<file path="src/shared/codec_pkg.sv">
package codec_pkg;

  // System clock rate
  localparam int CLK_MHZ = 250;

  // Power-down after sync silence
  localparam int POWERDOWN_IDLE_US = 2000;
  localparam int POWERDOWN_IDLE_CYCLES = POWERDOWN_IDLE_US * CLK_MHZ;

  // Receive mute after power-up
  localparam int MUTE_MS = 10;
  localparam int MUTE_CYCLES = MUTE_MS * 1000 * CLK_MHZ;

  // Decoder update delay
  localparam int DECODE_US = 10;
  localparam int DECODE_CYCLES = DECODE_US * CLK_MHZ;

  // A pin without an edge for this long counts as a static level
  localparam int STATIC_NS = 32000;
  localparam int STATIC_CYCLES = STATIC_NS * CLK_MHZ / 1000;

  // Framing and conversion figures
  localparam int CODE_BITS = 8;
  localparam int LONG_FRAME_MIN_BITS = 3;
  localparam int DIV_2048 = 8;
  localparam int DIV_1536 = 6;
  localparam int SAR_STEPS = 8;
  localparam int TX_LIVE_PULSE = 2;

  // Register byte addresses
  localparam logic [11:0] CTRL_ADDR = 12'h000;
  localparam logic [11:0] STATUS_ADDR = 12'h004;
  localparam logic [11:0] RX_CODE_ADDR = 12'h008;
  localparam logic [11:0] TX_CODE_ADDR = 12'h00C;

  // Control fields and reset value
  localparam int CTRL_SOFT_PDN_BIT = 0;
  localparam int CTRL_ALAW_BIT = 1;
  localparam logic [1:0] CTRL_RESET = 2'h2;

  // Status field positions
  localparam int ST_POWERED = 0;
  localparam int ST_SYNC_MODE = 1;
  localparam int ST_LONG_FRAME = 2;
  localparam int ST_RX_BCLK_RUN = 3;
  localparam int ST_SEL_2048 = 4;
  localparam int ST_MUTED = 5;
  localparam int ST_TX_LIVE = 6;
  localparam int ST_DECODING = 7;

  // Bus responses
  localparam logic [1:0] RESP_OKAY = 2'h0;
  localparam logic [1:0] RESP_SLVERR = 2'h2;

  // Serial pins, all sampled on aclk
  localparam int PIN_COUNT = 7;
  typedef struct packed {
    logic tx_master_clock;
    logic rx_master_clock_or_powerdown;
    logic tx_bit_clock;
    logic rx_bit_clock_or_rate_select;
    logic tx_frame_sync;
    logic rx_frame_sync;
    logic pcm_in;
  } codec_pins_t;

  // Pin bit positions
  localparam int P_TX_MASTER_CLOCK = 6;
  localparam int P_MCLKR = 5;
  localparam int P_TX_BIT_CLOCK = 4;
  localparam int P_BCLKR = 3;
  localparam int P_FSX = 2;
  localparam int P_FSR = 1;

  typedef enum logic [1:0] {
    POWER_DOWN = 2'b01,
    POWER_UP = 2'b10
  } power_state_t;

  typedef enum logic [3:0] {
    TX_IDLE = 4'b0001,
    TX_ARMED = 4'b0010,
    TX_SHIFT = 4'b0100,
    TX_HOLD = 4'b1000
  } tx_state_t;

  typedef enum logic [1:0] {
    RX_IDLE = 2'b01,
    RX_SHIFT = 2'b10
  } rx_state_t;

endpackage : codec_pkg

</file>
<file path="src/hw/pin_edges.sv">
`timescale 1ns/1ps
// Rise and fall detection for a group of synchronous pins
module pin_edges #(
  parameter int WIDTH = 7
) (
  // Clock and reset
  input wire logic aclk,
  input wire logic aresetn,
  // Pin levels and edges
  input wire logic [WIDTH-1:0] level,
  output logic [WIDTH-1:0] rise,
  output logic [WIDTH-1:0] fall
);

  typedef struct packed {
    logic [WIDTH-1:0] prev; // Level one cycle ago
  } edge_state_t;

  edge_state_t s;
  edge_state_t next_s;

  // Edges compare the live level with the held one
  genvar i;
  generate
    for (i = 0; i < WIDTH; i++)
    begin : g_bit
      assign rise[i] = level[i] & ~s.prev[i];
      assign fall[i] = ~level[i] & s.prev[i];
    end
  endgenerate

  // Next value
  always_comb
  begin
    next_s.prev = level;
  end

  // State register
  always_ff @(posedge aclk)
  begin
    // Reset takes the live level, so no false edge follows
    if (!aresetn)
      s.prev <= level;
    else
      s <= next_s;
  end

endmodule : pin_edges

</file>
<file path="src/hw/activity_watch.sv">
`timescale 1ns/1ps
// Tells a running clock pin from a static level
module activity_watch #(
  parameter int LIMIT = 8000
) (
  // Clock and reset
  input wire logic aclk,
  input wire logic aresetn,
  // Any edge on the watched pin
  input wire logic pin_edge,
  output logic running
);

  localparam int CW = $clog2(LIMIT + 1);

  typedef struct packed {
    logic [CW-1:0] quiet; // Cycles since an edge
    logic run; // Edge seen within the window
  } watch_state_t;

  watch_state_t s;
  watch_state_t next_s;

  assign running = s.run;

  // Restart on each edge, saturate when quiet
  always_comb
  begin
    next_s = s;
    if (pin_edge)
      next_s.quiet = '0;
    else if (s.quiet != CW'(LIMIT))
      next_s.quiet = s.quiet + 1'b1;
    next_s.run = (next_s.quiet != CW'(LIMIT));
  end

  // Starts as static, so reset looks like a fixed level
  always_ff @(posedge aclk)
  begin
    if (!aresetn)
      s <= '{quiet: CW'(LIMIT), run: 1'b0};
    else
      s <= next_s;
  end

endmodule : activity_watch

</file>
<file path="src/hw/pcm_codec_serial_port.sv">
`timescale 1ns/1ps
// Contract
// Reset lands in power-down, outputs undriven
// Controller powers up via low/clock plus syncs
// Power down 2 ms after last sync
// First frame sync pulse powers up
// pcm_out undriven until second tx sync
// Sync mode: static receive master level powers
// Static rate select: tx bit clock shared
// Rate select maps divider, inverted for mu-law
// Extra 193rd master pulse absorbed per frame
// Tx sync starts encode, shifts previous code
// Receive samples on falling receive bit clock
// Async master clocks at legal rates
// Async syncs follow their own clocks
// Bit clocks between 64 kHz and 2.048 MHz
// Short frame mode after power-up
// Short tx: fall arms, rises shift, fall ends
// Short rx: fall arms, eight falls capture
// Frame mode sensed from tx sync width
// Long tx starts at later sync/clock rise
// Long tx ends at later fall/sync low
// Long rx: sync rise, eight falls capture
// Sync samples, encodes, buffers for next frame
// Decoder output updates 10 us after slot
// Receive output muted 10 ms at power-up
// Tx frame sync is 8 kHz pulse train
// Slot indicator pulled low during tx slot
// Code travels sign first, MSB to LSB
module pcm_codec_serial_port #(
  parameter int ADDR_W = 12,
  parameter int POWERDOWN_CYCLES = codec_pkg::POWERDOWN_IDLE_CYCLES,
  parameter int MUTE_CYCLES = codec_pkg::MUTE_CYCLES,
  parameter int STATIC_CYCLES = codec_pkg::STATIC_CYCLES,
  parameter int DECODE_CYCLES = codec_pkg::DECODE_CYCLES
) (
  // Clock and reset
  input wire logic aclk,
  input wire logic aresetn,
  // AXI4-Lite write address and data
  input wire logic [ADDR_W-1:0] awaddr,
  input wire logic [2:0] awprot,
  input wire logic awvalid,
  output logic awready,
  input wire logic [31:0] wdata,
  input wire logic [3:0] wstrb,
  input wire logic wvalid,
  output logic wready,
  // AXI4-Lite write response
  output logic [1:0] bresp,
  output logic bvalid,
  input wire logic bready,
  // AXI4-Lite read
  input wire logic [ADDR_W-1:0] araddr,
  input wire logic [2:0] arprot,
  input wire logic arvalid,
  output logic arready,
  output logic [31:0] rdata,
  output logic [1:0] rresp,
  output logic rvalid,
  input wire logic rready,
  // Serial pins
  input wire codec_pkg::codec_pins_t pins,
  output logic pcm_out,
  output logic pcm_out_oe,
  input wire logic tx_slot_indicator_in,
  output logic tx_slot_indicator_out,
  output logic tx_slot_indicator_oe,
  // Converter side
  input wire logic [7:0] encoder_code,
  output logic [7:0] analog_receive_code,
  output logic analog_receive_enable,
  output logic analog_receive_mute
);

  localparam int IW = $clog2(POWERDOWN_CYCLES + 1);
  localparam int MW = $clog2(MUTE_CYCLES + 1);
  localparam int DW = $clog2(DECODE_CYCLES + 1);

  typedef struct packed {
    codec_pkg::power_state_t power; // Power mode
    logic [IW-1:0] idle; // Cycles since a sync
    logic [MW-1:0] mute; // Mute left
    logic [1:0] fsx_count; // Tx syncs, saturating
    logic [1:0] fsx_len; // Falls in this tx sync
    logic long_mode; // Mode from last tx sync
    logic [3:0] div; // Master divider
    logic [2:0] sar_step; // Encode step
    logic encoding; // Encode running
    logic [7:0] sample; // Taken at sync
    logic [7:0] tx_buffer; // Code for next frame
    codec_pkg::tx_state_t tx; // Tx slot state
    logic tx_fresh; // Sync rose, slot unopened
    logic [7:0] tx_shift; // Outgoing bits
    logic [2:0] tx_idx; // Bits sent minus one
    logic tx_live; // Slot may drive
    logic dx; // pcm_out level
    logic dx_oe; // pcm_out enable
    logic tsx_oe; // Indicator low
    codec_pkg::rx_state_t rx; // Rx slot state
    logic [2:0] rx_idx; // Bits taken so far
    logic [7:0] rx_shift; // Incoming bits
    logic [7:0] rx_code; // Last full byte
    logic decoding; // Decode running
    logic [DW-1:0] dec_count; // Decode left
    logic [7:0] dac; // Decoder code
    logic rx_en; // Output enabled
    logic rx_mute; // Output muted
    logic [1:0] ctrl; // Control bits
    logic aw_got; // Address held
    logic w_got; // Data held
    logic [ADDR_W-1:0] waddr; // Held address
    logic [31:0] wdat; // Held data
    logic [3:0] wstb; // Held strobes
    logic awready;
    logic wready;
    logic bvalid;
    logic [1:0] bresp;
    logic arready;
    logic rvalid;
    logic [31:0] rdata;
    logic [1:0] rresp;
  } port_state_t;

  port_state_t s;
  port_state_t next_s;

  // Pin edges and clock activity
  logic [codec_pkg::PIN_COUNT-1:0] rise;
  logic [codec_pkg::PIN_COUNT-1:0] fall;
  logic mclkr_run;
  logic bclkr_run;

  pin_edges #(
    .WIDTH(codec_pkg::PIN_COUNT)
  ) u_edges (
    .aclk(aclk),
    .aresetn(aresetn),
    .level(pins),
    .rise(rise),
    .fall(fall)
  );

  // Receive master clock: running means asynchronous mode
  activity_watch #(
    .LIMIT(STATIC_CYCLES)
  ) u_mclkr_watch (
    .aclk(aclk),
    .aresetn(aresetn),
    .pin_edge(rise[codec_pkg::P_MCLKR] | fall[codec_pkg::P_MCLKR]),
    .running(mclkr_run)
  );

  // Receive bit clock: running or a rate select level
  activity_watch #(
    .LIMIT(STATIC_CYCLES)
  ) u_bclkr_watch (
    .aclk(aclk),
    .aresetn(aresetn),
    .pin_edge(rise[codec_pkg::P_BCLKR] | fall[codec_pkg::P_BCLKR]),
    .running(bclkr_run)
  );

  // Derived conditions
  logic sync_mode;
  logic pdn_request;
  logic sel_2048;
  logic [3:0] div_last;
  logic rbclk_fall;
  logic fs_pulse;
  logic [31:0] status_word;

  always_comb
  begin
    sync_mode = ~mclkr_run;
    // Static high on the shared pin, or software, asks for power-down
    pdn_request = (sync_mode & pins.rx_master_clock_or_powerdown)
      | s.ctrl[codec_pkg::CTRL_SOFT_PDN_BIT];
    // Clocked or high picks 2.048 MHz on A-law, the inverse on mu-law
    sel_2048 = (bclkr_run | pins.rx_bit_clock_or_rate_select)
      ~^ s.ctrl[codec_pkg::CTRL_ALAW_BIT];
    div_last = sel_2048 ? 4'(codec_pkg::DIV_2048 - 1) : 4'(codec_pkg::DIV_1536 - 1);
    // Static receive clock: use tx clock
    rbclk_fall = bclkr_run ? fall[codec_pkg::P_BCLKR] : fall[codec_pkg::P_TX_BIT_CLOCK];
    fs_pulse = rise[codec_pkg::P_FSX] | rise[codec_pkg::P_FSR];
    status_word = '0;
    status_word[codec_pkg::ST_POWERED] = (s.power == codec_pkg::POWER_UP);
    status_word[codec_pkg::ST_SYNC_MODE] = sync_mode;
    status_word[codec_pkg::ST_LONG_FRAME] = s.long_mode;
    status_word[codec_pkg::ST_RX_BCLK_RUN] = bclkr_run;
    status_word[codec_pkg::ST_SEL_2048] = sel_2048;
    status_word[codec_pkg::ST_MUTED] = s.rx_mute;
    status_word[codec_pkg::ST_TX_LIVE] = s.tx_live;
    status_word[codec_pkg::ST_DECODING] = s.decoding;
  end

  // Outputs straight from the state register; indicator level tied low
  assign awready = s.awready;
  assign wready = s.wready;
  assign bvalid = s.bvalid;
  assign bresp = s.bresp;
  assign arready = s.arready;
  assign rvalid = s.rvalid;
  assign rdata = s.rdata;
  assign rresp = s.rresp;
  assign pcm_out = s.dx;
  assign pcm_out_oe = s.dx_oe;
  assign tx_slot_indicator_out = 1'b0;
  assign tx_slot_indicator_oe = s.tsx_oe;
  assign analog_receive_code = s.dac;
  assign analog_receive_enable = s.rx_en;
  assign analog_receive_mute = s.rx_mute;

  // Register read data
  function automatic logic [32:0] read_word(input logic [ADDR_W-1:0] a,
                                            input logic [31:0] st);
    logic hit;
    logic [31:0] w;
    hit = 1'b1;
    w = '0;
    if (a == ADDR_W'(codec_pkg::CTRL_ADDR))
      w[1:0] = s.ctrl;
    else if (a == ADDR_W'(codec_pkg::STATUS_ADDR))
      w = st;
    else if (a == ADDR_W'(codec_pkg::RX_CODE_ADDR))
      w[7:0] = s.rx_code;
    else if (a == ADDR_W'(codec_pkg::TX_CODE_ADDR))
      w[7:0] = s.tx_buffer;
    else
      hit = 1'b0;
    return {hit, w};
  endfunction : read_word

  // All next-state logic
  always_comb
  begin
    logic [32:0] rd;
    logic start_slot;
    logic end_slot;
    rd = '0;
    start_slot = 1'b0;
    end_slot = 1'b0;
    next_s = s;

    // Power control
    unique case (s.power)
      codec_pkg::POWER_DOWN:
      begin
        // Wake on the first frame sync pulse
        if (!pdn_request && fs_pulse)
        begin
          next_s.power = codec_pkg::POWER_UP;
          next_s.mute = MW'(MUTE_CYCLES);
          next_s.idle = '0;
        end
      end
      codec_pkg::POWER_UP:
      begin
        // Silence or request powers down
        if (pdn_request || s.idle == IW'(POWERDOWN_CYCLES - 1))
          next_s.power = codec_pkg::POWER_DOWN;
        else if (fs_pulse)
          next_s.idle = '0;
        else
          next_s.idle = s.idle + 1'b1;
      end
    endcase

    // Mute countdown only while powered
    if (s.power == codec_pkg::POWER_UP && s.mute != '0)
      next_s.mute = s.mute - 1'b1;
    next_s.rx_mute = (next_s.mute != '0);

    // Tx sync width decides short or long frames
    if (rise[codec_pkg::P_FSX])
      next_s.fsx_len = '0;
    else if (pins.tx_frame_sync && fall[codec_pkg::P_TX_BIT_CLOCK] && s.fsx_len != 2'h3)
      next_s.fsx_len = s.fsx_len + 1'b1;
    if (fall[codec_pkg::P_FSX])
      next_s.long_mode = (s.fsx_len >= 2'(codec_pkg::LONG_FRAME_MIN_BITS));

    // Tx sync restarts the divider, so a 193rd master pulse falls away
    if (rise[codec_pkg::P_FSX])
    begin
      next_s.div = '0;
      next_s.sar_step = '0;
      next_s.encoding = 1'b1;
      next_s.sample = encoder_code;
      next_s.tx_shift = s.tx_buffer;
      next_s.tx_fresh = 1'b1;
      if (s.fsx_count != 2'(codec_pkg::TX_LIVE_PULSE))
        next_s.fsx_count = s.fsx_count + 1'b1;
    end
    else if (rise[codec_pkg::P_TX_MASTER_CLOCK])
    begin
      // Successive approximation paced by the divided master clock
      if (s.div == div_last)
      begin
        next_s.div = '0;
        if (s.encoding)
        begin
          next_s.sar_step = s.sar_step + 1'b1;
          if (s.sar_step == 3'(codec_pkg::SAR_STEPS - 1))
          begin
            next_s.encoding = 1'b0;
            next_s.tx_buffer = s.sample;
          end
        end
      end
      else
        next_s.div = s.div + 1'b1;
    end

    // Transmit slot
    unique case (s.tx)
      codec_pkg::TX_IDLE:
      begin
        if (!s.long_mode && pins.tx_frame_sync && fall[codec_pkg::P_TX_BIT_CLOCK])
          next_s.tx = codec_pkg::TX_ARMED;
        else if (s.long_mode && s.tx_fresh && pins.tx_frame_sync && pins.tx_bit_clock)
          start_slot = 1'b1;
      end
      codec_pkg::TX_ARMED:
      begin
        if (rise[codec_pkg::P_TX_BIT_CLOCK])
          start_slot = 1'b1;
      end
      codec_pkg::TX_SHIFT:
      begin
        if (rise[codec_pkg::P_TX_BIT_CLOCK] && s.tx_idx != 3'h7)
        begin
          // Next bit, most significant first
          next_s.dx = s.tx_shift[6];
          next_s.tx_shift = {s.tx_shift[6:0], 1'b0};
          next_s.tx_idx = s.tx_idx + 1'b1;
        end
        else if (fall[codec_pkg::P_TX_BIT_CLOCK] && s.tx_idx == 3'h7)
        begin
          // Long frames wait for the sync to drop as well
          if (s.long_mode && pins.tx_frame_sync)
            next_s.tx = codec_pkg::TX_HOLD;
          else
            end_slot = 1'b1;
        end
      end
      codec_pkg::TX_HOLD:
      begin
        if (!pins.tx_frame_sync)
          end_slot = 1'b1;
      end
    endcase

    if (start_slot)
    begin
      // Sign bit goes out with the enable
      next_s.tx = codec_pkg::TX_SHIFT;
      next_s.tx_fresh = 1'b0;
      next_s.tx_idx = '0;
      next_s.dx = s.tx_shift[7];
      next_s.tx_live = (s.fsx_count == 2'(codec_pkg::TX_LIVE_PULSE));
      next_s.dx_oe = next_s.tx_live;
      next_s.tsx_oe = next_s.tx_live;
    end
    if (end_slot)
    begin
      next_s.tx = codec_pkg::TX_IDLE;
      next_s.dx_oe = 1'b0;
      next_s.tsx_oe = 1'b0;
      next_s.dx = 1'b0;
    end

    // Decoder output lands; a slot ending below restarts it and wins
    if (s.decoding)
    begin
      if (s.dec_count == DW'(1))
      begin
        next_s.decoding = 1'b0;
        next_s.dac = s.rx_code;
      end
      else
        next_s.dec_count = s.dec_count - 1'b1;
    end

    // Receive slot
    unique case (s.rx)
      codec_pkg::RX_IDLE:
      begin
        if (!s.long_mode && pins.rx_frame_sync && rbclk_fall)
          next_s.rx = codec_pkg::RX_SHIFT;
        else if (s.long_mode && rise[codec_pkg::P_FSR])
          next_s.rx = codec_pkg::RX_SHIFT;
        next_s.rx_idx = '0;
      end
      codec_pkg::RX_SHIFT:
      begin
        if (rbclk_fall)
        begin
          next_s.rx_shift = {s.rx_shift[6:0], pins.pcm_in};
          next_s.rx_idx = s.rx_idx + 1'b1;
          if (s.rx_idx == 3'h7)
          begin
            // Slot over: decode starts now
            next_s.rx = codec_pkg::RX_IDLE;
            next_s.rx_code = {s.rx_shift[6:0], pins.pcm_in};
            next_s.decoding = 1'b1;
            next_s.dec_count = DW'(DECODE_CYCLES);
          end
        end
      end
    endcase

    // Power-down closes slots, releases outputs
    if (next_s.power == codec_pkg::POWER_DOWN)
    begin
      next_s.tx = codec_pkg::TX_IDLE;
      next_s.rx = codec_pkg::RX_IDLE;
      next_s.dx_oe = 1'b0;
      next_s.tsx_oe = 1'b0;
      next_s.tx_live = 1'b0;
      next_s.fsx_count = '0;
      next_s.long_mode = 1'b0;
      next_s.decoding = 1'b0;
      next_s.mute = '0;
      next_s.rx_mute = 1'b0;
    end
    next_s.rx_en = (next_s.power == codec_pkg::POWER_UP);

    // Bus write: address and data in either order
    if (awvalid && s.awready)
    begin
      next_s.aw_got = 1'b1;
      next_s.waddr = awaddr;
    end
    if (wvalid && s.wready)
    begin
      next_s.w_got = 1'b1;
      next_s.wdat = wdata;
      next_s.wstb = wstrb;
    end
    if (s.bvalid && bready)
      next_s.bvalid = 1'b0;
    if (next_s.aw_got && next_s.w_got && !s.bvalid)
    begin
      rd = read_word(next_s.waddr, status_word);
      next_s.aw_got = 1'b0;
      next_s.w_got = 1'b0;
      next_s.bvalid = 1'b1;
      next_s.bresp = rd[32] ? codec_pkg::RESP_OKAY : codec_pkg::RESP_SLVERR;
      // Only the control word takes writes
      if (next_s.waddr == ADDR_W'(codec_pkg::CTRL_ADDR) && next_s.wstb[0])
        next_s.ctrl = next_s.wdat[1:0];
    end
    next_s.awready = !next_s.aw_got && !next_s.bvalid;
    next_s.wready = !next_s.w_got && !next_s.bvalid;

    // Bus read: one outstanding
    if (arvalid && s.arready)
    begin
      rd = read_word(araddr, status_word);
      next_s.arready = 1'b0;
      next_s.rvalid = 1'b1;
      next_s.rdata = rd[31:0];
      next_s.rresp = rd[32] ? codec_pkg::RESP_OKAY : codec_pkg::RESP_SLVERR;
    end
    else if (s.rvalid && rready)
    begin
      next_s.rvalid = 1'b0;
      next_s.arready = 1'b1;
    end
  end

  // State register; reset leaves the device powered down
  always_ff @(posedge aclk)
  begin
    if (!aresetn)
    begin
      s <= '0;
      s.power <= codec_pkg::POWER_DOWN;
      s.tx <= codec_pkg::TX_IDLE;
      s.rx <= codec_pkg::RX_IDLE;
      s.ctrl <= codec_pkg::CTRL_RESET;
      s.awready <= 1'b1;
      s.wready <= 1'b1;
      s.arready <= 1'b1;
    end
    else
      s <= next_s;
  end

endmodule : pcm_codec_serial_port

</file>
<file path="config.mk">
export PLATFORM = sky130hd
export DESIGN_NAME = pcm_codec_serial_port
export DESIGN_NICKNAME = d
export VERILOG_FILES = /design/src/shared/codec_pkg.sv /design/src/hw/pin_edges.sv /design/src/hw/activity_watch.sv /design/src/hw/pcm_codec_serial_port.sv
export SDC_FILE = /design/constraint.sdc
export NUM_CORES = 1
export LEC_CHECK = 0
export BUFFER_PORTS_ARGS = -buffer_cell sky130_fd_sc_hd__buf_4
export CAP_MARGIN = 20
export CORE_UTILIZATION = 35
export DETAILED_ROUTE_END_ITERATION = 6
export GPL_ROUTABILITY_DRIVEN = 1
export PLACE_DENSITY = 0.62
export SYNTH_ARGS = -nofsm -noshare
export SYNTH_HDL_FRONTEND = slang
export SYNTH_HIERARCHICAL = 1
export SYNTH_SLANG_ARGS = --single-unit
</file>
<file path="constraint.sdc">
create_clock -name aclk -period 3.85 [get_ports aclk]
set_input_delay 0.5775 -clock aclk [delete_from_list [all_inputs] [get_ports aclk]]
set_output_delay 0.5775 -clock aclk [all_outputs]
set_load 0.05 [all_outputs]
</file>
* After elaboration in Yosys (flattened, before gate mapping)
Index checks and enable logic that the tools add are counted.
W data, S select, Z words.
** Operators by class
- Add/sub/neg operators :: 11
- Equality and inequality tests :: 43
- Bitwise operators :: 30
- Mux-type cells :: 77
- Magnitude comparators :: 1
- Reduce and logical (&&, ||, !) cells :: 63
** Operators with widths (number)
- $mux W13 :: 5
- $ne A13 B13 Y1 const B :: 4
- $eq A12 B4 Y1 const B :: 4
- $mux W22 :: 2
- $reduce_bool A22 Y1 :: 2
- $mux W43 :: 1
- $mux W21 :: 2
- $pmux W21 S2 :: 1
- $mux W19 :: 2
- $mux W34 :: 1
- $mux W8 :: 4
- $mux W1 :: 29
- $add A13 B1 Y13 const B :: 2
- $logic_and A1 B1 Y1 :: 25
- $eq A12 B3 Y1 const B :: 2
- $logic_not A12 Y1 :: 2
- $mux W12 :: 2
- $mux W4 :: 6
- $mux W11 :: 2
- $mux W2 :: 11
- $sub A22 B1 Y22 const B :: 1
- $ne A2 B2 Y1 const B :: 10
- $add A19 B1 Y19 const B :: 1
- $eq A19 B19 Y1 const B :: 1
- 35 further kinds :: 103
** Storage, ports and cells
- Bits in registers :: 233
- Input bits :: 89
- Output and inout bits :: 55

* Depth between registers and ports, before layout
Gate-level depths: netlist of run 1.
- Depth after elaboration :: 12
- Depth in mapped cells :: 10
- Depth with buffers taken out :: 8

* By module
Netlist of run 1, hierarchy kept.
** By module, submodules not included
- pcm_codec_serial_port :: area each 8017.7 sq um, cells each 903, times used 1
- activity_watch :: area each 808.3 sq um, cells each 90, times used 2
- pin_edges :: area each 262.8 sq um, cells each 21, times used 1

* Least setup slack after synthesis of run 1
OpenSTA, ideal clock, no wires.
- Kind :: reg2reg
- From :: register s[189] (netlist name)
- To :: register s (netlist bit analog_receive_mute)
- Cell stages (with the launch flop) :: 10
- Data arrival time :: 2509 ps
- Slack :: 1265 ps
- Library setup time :: 77 ps
- Buffers on the path :: 2
- Required time :: 3773 ps
- Cells stage by stage :: dfxtp_1 -> buf_2 -> or4_1 -> or4_1 -> buf_4 -> o21ai_2 -> or4_1 -> mux2_2 -> and4bb_1 -> a31oi_1
** Between the ends
- Longest elaborated chain between the ends :: 4
** Ends and longest elaborated chain
- from (decl) :: line pcm_codec_serial_port.sv:125 : port_state_t s;
- from (signal assigned) :: line pcm_codec_serial_port.sv:487 : s <= next_s;
- branches (longest 2 deep; another with $sub A22 B1 Y22)
- $mux W22 * :: line pcm_codec_serial_port.sv:270 : if (s.power == codec_pkg::POWER_UP && s.mute != '0)
- $reduce_bool A22 Y1 * :: line pcm_codec_serial_port.sv:272 : next_s.rx_mute = (next_s.mute != '0);
Every way passes the cells marked *. The select of a mux whose other input is x is not followed.
A chain may end at the register's enable or synchronous reset.

* Final worst setup path of run 1
- From :: register s[201] (netlist name)
- To :: register s (netlist bit analog_receive_mute)
Same word-level chain as after synthesis.

==> summary.md, run 1 <==
The run finished with clean final reports. In this design, the stage delay of the slowest critical-path cell is 670 ps. For the critical path data arrival time, the log shows 3370 ps. For the fraction of met1 tracks used by global routing, the log shows 19.3%. In this run the remaining antenna-violating nets after routing total 0. For this run, design rule violations remaining after detail routing come to 0. For this run, global-route usage on met3 was measured as 2.08%. Post-CTS timing repair inserted 0 buffers for setup. The tools report the root buffer cell as clkbuf_16.

The setup TNS was 0 ps; the number of CTS-inserted buffers was 24. Kind of start point of the critical path: a flip-flop. For this run, global-route usage on met2 was measured as 23.8%. For the worst setup path, the data required time is 4270 ps. In this run the static leakage power is 0.00458 uW. The number of detailed-routing iterations run before antenna repair was 4.

The final setup violation count was 0; the die area was 28800 um2. The tools report the number of diodes as 0. The run gives 11300 um2 as the post-route standard cell area excluding fillers. The number of filler cells placed in the layout is 2791, and the fraction of layout instances using a drive strength above 1 is 16.1%. Setup repair after global routing left no endpoint under its margin.

Type of element capturing the critical path: a flip-flop. Routability-driven placement finished with a final weighted congestion of 0.799. Between clock sinks in the finished design, the worst skew comes to 12.0 ps. The final critical path takes up 76.6% of the cycle.

The average vias per placed instance was 4.87; the count of input and output buffers was 76. For the pin with the worst max-slew slack, the measured transition is 851 ps. The multi-input combinational cells in the finished layout cover a total of 5260 um2. The maximum level of the CTS H-tree was 1; the footprint of the flip-flops and latches was 4040 um2. The die span in x came out at 170 um. The area growth from synthesis to layout was 14.7%; the count of buffer and inverter cells on the critical path was 0. Global routing consumed, over all layers together, 14.3% of the routing resources. For this design the top-level I/O count stands at 144. Headroom to the max-slew limit came out at 42.9%.

The cell count after synthesis came out at 1099. For the number of DRC markers in iteration 0, the log shows 509. The first global-routing pass estimated 34.3 mm of wire.

The total area inside the core boundary comes to 27700 um2. The tools report the initial standard-cell utilization of the core as 35.5%. The mean instance size in the synthesized netlist is 8.96 um2, and the number of max-slew violations in the final report is 0. The pin count of the biggest net entering global routing was 94; the number of antenna violations at the first check in global routing was 0.

The tightest min-delay check is of the input pin to flip-flop type. The tools report the post-cts repair resize count as 0. The signal on the critical path passes through or4_1 > or4_1 > o21ai_2 > or4_1 > mux2_2 > and4bb_1 > a31oi_1.

Maximum buffer depth of the clock tree: 3. TritonCTS built the clock tree. The peak supply drop was 0.274 mV.

Clock-pin slew of the registers on the worst-case setup and hold paths: 60 ps. The family with the most delay on the worst path was simple AND/OR/NAND/NOR gates. For this run the aggregate overflow at the end of global routing stands at 0. The tools report the maximum frequency from static timing analysis as 339 MHz. The layer flagged by global routing as most heavily used is met2. Ratio of total power to cell area: 457 nW/um2. The tools report the via count of the first global-routing pass as 7004.

Final period demand of the worst path: 2950 ps. For the post-detailed-placement cell area, the log shows 10500 um2. Hold violation count in the final report: 0.

Hold repair after CTS inserted 0 buffers. For the overall via count from detail_route, the log shows 7473. For this block, the routed nets add up to 20.5 mm of wire. Type of the worst setup path: flip-flop to flip-flop. The clock network latency to the later pin of the worst-skew pair came out at 510 ps.

The floorplan step set the die height to 170 um. Summing every instance area after synthesis gives 9840 um2. The number of max-cap violations was 0; the maximum net fanout on the critical path was 7.

The slowest cell on the critical path was or4_1. At the end of the flow, the number of nets in the layout was 1247. Detailed placement finished with a half-perimeter wire length of 14.5 mm. The total number of yosys warnings was 6. The wire length per cell was 13.3 um. The most used cell along the critical path was or4_1.

For the cell row count, the log shows 61. The clock net in this run drives a total of 202 sinks.
## per-layer routing
layer  part of all wire (%)  vias to the layer above  wire length, um
met4                    1.9                        0              388
li1                       -                     3853                -
met1                     49                     3460             9960
met3                    4.1                       31              830
met5                      0                        -                0
met2                     45                      129             9300
## final cells by class
class / instances / area share, %
clock inverters: 9 / 0.809
clock buffers: 34 / 6.27
well taps: 378 / 4.19
inverters: 17 / 0.565
flip-flops and latches: 202 / 35.8
repair buffers: 87 / 5.79
multi-input cells: 809 / 46.6
## layout by cell type (no fill, tap or decap), types with 13 or more instances in the layout
cell,count
xnor2_1,24
conb_1,27
a31oi_1,13
xor2_1,33
nand3_1,20
nand2b_1,14
nor2b_1,56
nor2_1,114
nand2_1,102
nand4_1,19
nor4_1,15
nor3_1,29
mux2_2,14
a21boi_0,26
ha_1,17
inv_1,17
mux2i_1,58
a21oi_1,34
buf_4,87
dfxtp_1,202
clkbuf_16,24
o21ai_0,33
## state kept, by name (all words and copies together), names as in the netlist
register and count:
s 141, u_bclkr_watch/s 13, u_mclkr_watch/s 13, analog_receive_code 8
rdata 8, u_edges/s 6, analog_receive_enable 1, analog_receive_mute 1
arready 1, awready 1, bresp 1, bvalid 1
pcm_out 1, rresp 1, rvalid 1, tx_slot_indicator_oe 1
u_bclkr_watch/running 1, u_mclkr_watch/running 1, wready 1
## per-stage QoR
stage          util, %  hold WS, ps  total power [uW]  setup WS (ps)  cells
6_report          40.7          172              5150            900   1536
3_5_place_dp      37.9          461              2960            936   1493
2_1_floorplan        -          434              2820           1260   1125
3_3_place_gp      37.9          454              2950            965   1493
4_1_cts           40.7          153              5220            941   1536
5_1_grt           40.7          156              5390            805   1536
## final timing paths
path | start | end | slack (ps) | depth (start not counted)
worst max-delay path | s[201]$_SDFF_PP0_ | analog_receive_mute$_SDFF_PP0_ | 900 | 7
worst min-delay path | pins[6] | u_edges/s[6]$_DFF_P_ | 170 | 1
worst max register to register | s[201]$_SDFF_PP0_ | analog_receive_mute$_SDFF_PP0_ | 900 | 7
worst min register to register | s[78]$_SDFF_PN0_ | s[78]$_SDFF_PN0_ | 470 | 2
## report_power, final
part	switching (uW)	internal, uW	total (uW)
clock	894	1350	2240
combinational	415	251	666
sequential	70.1	2180	2250
total	1380	3780	5150
(Power assumes the default switching activity.)
==> run 2, diff against run 1 <==
- PLACE_DENSITY: 0.62 -> 0.64
- clock period: 3.85 -> 2.39 ns (I/O delays scaled with it)
==> run 2 against run 1 <==
The flow now finishes with violations (setup timing). Wire length rose by 6.6%. Critical path type unchanged. First-iteration DRC count rose by 11%. Critical path depth rose by 1. Hold slack got worse by 83 ps.
==> summary.md, run 2 (synthesis results as in run 1) <==
Final period demand of the worst path: 2610 ps (was 2950 ps). The type of element capturing the critical path is a flip-flop (unchanged). The smallest hold slack came out at 88.7 ps (was 172 ps).

For the peak supply drop, the log shows 0.475 mV (was 0.274 mV). The overall via count from detail_route came out at 7873 (was 7473). The logs give 40.3% (was 43.6%) for the relative contribution of sequential cells to total power and 14.5% (was 12.9%) for the combinational share of power. The post-route standard cell area excluding fillers was 12000 um2 (was 11300 um2).

Cell row count: 61 (unchanged). The ratio of total power to cell area is 744 nW/um2 (was 457 nW/um2). The maximum frequency from static timing analysis came out at 384 MHz (was 339 MHz).

The die height came out at 170 um (unchanged). Setup repair after global routing could not meet its margin everywhere. The required time of the critical path came out at 2830 ps (was 4270 ps). The final reports fail on setup timing.

For the final setup violation count, the log shows 4 (was 0). The remaining max-slew budget at the tightest pin is 61.4% (was 42.9%), and the wire length per cell is 13.6 um (was 13.3 um). The clock network latency to the later pin of the worst-skew pair is 530 ps (was 510 ps). The tools report the worst clock skew as 12.1 ps (was 12.0 ps). The number of nets in the layout is 1314 (was 1247).

The register containing the most flip-flops in the final layout is s (unchanged). TritonCTS built the clock tree. The fraction of layout instances using a drive strength above 1 is 21.6% (was 16.1%).

The most frequent standard cell in the layout excluding fill and tap cells was dfxtp_1 (unchanged). The area growth from synthesis to layout came out at 22.3% (was 14.7%). Largest registers: s x141, u_bclkr_watch/s x13, u_mclkr_watch/s x13 (unchanged).

The flip-flop count of the largest register, all copies and words added came out at 141 (unchanged). Commonest cells after routing, fill and taps aside: dfxtp_1 (200), buf_4 (143), nor2_1 (113) (was dfxtp_1 (202), nor2_1 (114), nand2_1 (102)). The type of the worst setup path was flip-flop to flip-flop (unchanged).

The number of antenna violations at the first check in global routing was 0 (unchanged). The run gives 1554 (was 1493) as the total placed cells including tap cells. The number of diodes came out at 0 (unchanged). The run gives 3050 ps (was 3370 ps) as the critical path data arrival time.

The total global-route track usage was 15.1% (was 14.3%). Worst-case register-to-register setup slack: -220 ps (was 900 ps). Switching part of the total power: 25.4% (was 26.7%).

Final cycle utilization of the critical path: 109% (was 76.6%). The run finished, with violations left. The pin count of the biggest net entering global routing was 97 (was 94); the number of max-slew violations in the final report was 0 (unchanged). The via count of the first global-routing pass came out at 7576 (was 7004). The worst-margin pin slew is 571 ps (was 851 ps), and the detailed-route DRC error count is 0 (unchanged). Total leakage power: 0.00500 uW (was 0.00458 uW).

The logs give 0 (unchanged) for the total overflow reported by the global router and 23 (was 24) for the number of CTS-inserted buffers. The number of DRC markers in iteration 0 was 567 (was 509). The post-route non-filler standard cell count is 1603 (was 1536), and the cell-internal power is 6680 uW (was 3780 uW). The setup TNS came out at -329 ps (was 0 ps). Placer congestion estimate: 0.841 (was 0.799). The initial standard-cell utilization of the core was 35.5% (unchanged); the maximum buffer depth of the clock tree was 3 (unchanged). The count of nets left with antenna violations after detail routing was 0 (unchanged); the switching power of the nets was 2270 uW (was 1380 uW). For the clock network fraction of design power, the log shows 45.2% (was 43.5%).

The average vias per placed instance is 4.91 (was 4.87). The tools report the kind of start point of the critical path as a flip-flop (unchanged). The number of sinks handled by clock tree synthesis was 202 (unchanged); the post-detailed-placement cell area was 11000 um2 (was 10500 um2). The number of placed I/O pins is 144 (unchanged). The tools report the total length of routed wires as 21.8 mm (was 20.5 mm). The classification of the worst-slack hold path is input pin to flip-flop (unchanged). The logs give 8950 uW (was 5150 uW) for the total power consumption of the routed design and 27700 um2 (unchanged) for the core outline area. The first-pass GRT wire length is 36.2 mm (was 34.3 mm), and the number of max-cap violations is 0 (unchanged). Root buffer cell: clkbuf_16 (unchanged).

The maximum net fanout on the critical path is 5 (was 7), and the clock-pin slew of the registers on the worst-case setup and hold paths is 60 ps (about the same). For the sum of net half-perimeters after detailed placement, the log shows 15.5 mm (was 14.5 mm). Die area: 28800 um2 (unchanged). The count of input and output buffers is 76 (unchanged), and the number of detailed-routing iterations run before antenna repair is 6 (was 4). Maximum level of the CTS H-tree: 1 (unchanged). For the setup slack after layout, the log shows -217 ps (was 900 ps). The hold violation count in the final report was 0 (unchanged); the die span in x was 170 um (unchanged).
-- run 2: cell types whose count changed in the layout (fill, tap and decap cells not counted), sizes merged --
cell         change
inv              +1
clkinvlp         -4
dlygate4sd3      +5
clkbuf           -4
buf             +63
bufinv           +6
-- run 2: area by class of cell --
type                    instances  area (um2)
fillers                      2676       15700
multi-input cells             809        5350
flip-flops and latches        202        4050
repair buffers                155        1220
clock buffers                  30         632
well taps                     378         473
clock inverters                12         250
inverters                      17        63.8
-- run 2: per-layer routing --
metal,share of wire (%),GRT usage [%],up-vias
met4,2.3,4.15,0
met3,3.8,2.24,38
met5,0,0,-
li1,-,-,3982
met1,47,19.6,3705
met2,47,25.8,148
-- run 2: power groups by stage --
stage	Sequential, uW	Combinational (uW)	Clock (uW)
after floorplan	3730	822	0
after global placement	3670	1230	0
after detailed placement	3680	1240	0
after CTS	3610	1280	4150
after global routing	3620	1410	4300
final	3610	1300	4050
-- run 2: through the flow --
stage                     setup WS [ps]  utilization (%)
after floorplan                    -143                -
after global placement             -216             39.7
after detailed placement           -305             39.7
after CTS                          -197             43.2
after global routing               -298             43.4
final                              -217             43.4
-- run 2: worst max-delay path, cell delays in order (launching register included) --
cell      delay (ps)
dfxtp_2          320
or4_4            540
or4b_4           520
buf_6            160
o21ai_4          180
or4_4            170
mux2_4           300
and4bb_1         190
a31oi_1          160
-- run 2: what timing repair did --
action / in CTS / in global routing
hold endpoints to repair: 5 / 0
setup endpoints to repair: 8 / 20
pin swaps: 2 / 10
setup buffers: 1 / 3
hold buffers: 5 / 0
gates resized for setup: 10 / 17
-- run 2: worst paths after layout --
kind / depth (start not counted) / startpoint / to
hold / removal: 2 / pins[2] / u_edges/s[2]$_DFF_P_
hold reg to reg: 2 / s[88]$_SDFF_PN0_ / s[88]$_SDFF_PN0_
setup / recovery: 8 / s[204]$_SDFF_PP0_ / analog_receive_mute$_SDFF_PP0_
setup reg to reg: 8 / s[204]$_SDFF_PP0_ / analog_receive_mute$_SDFF_PP0_
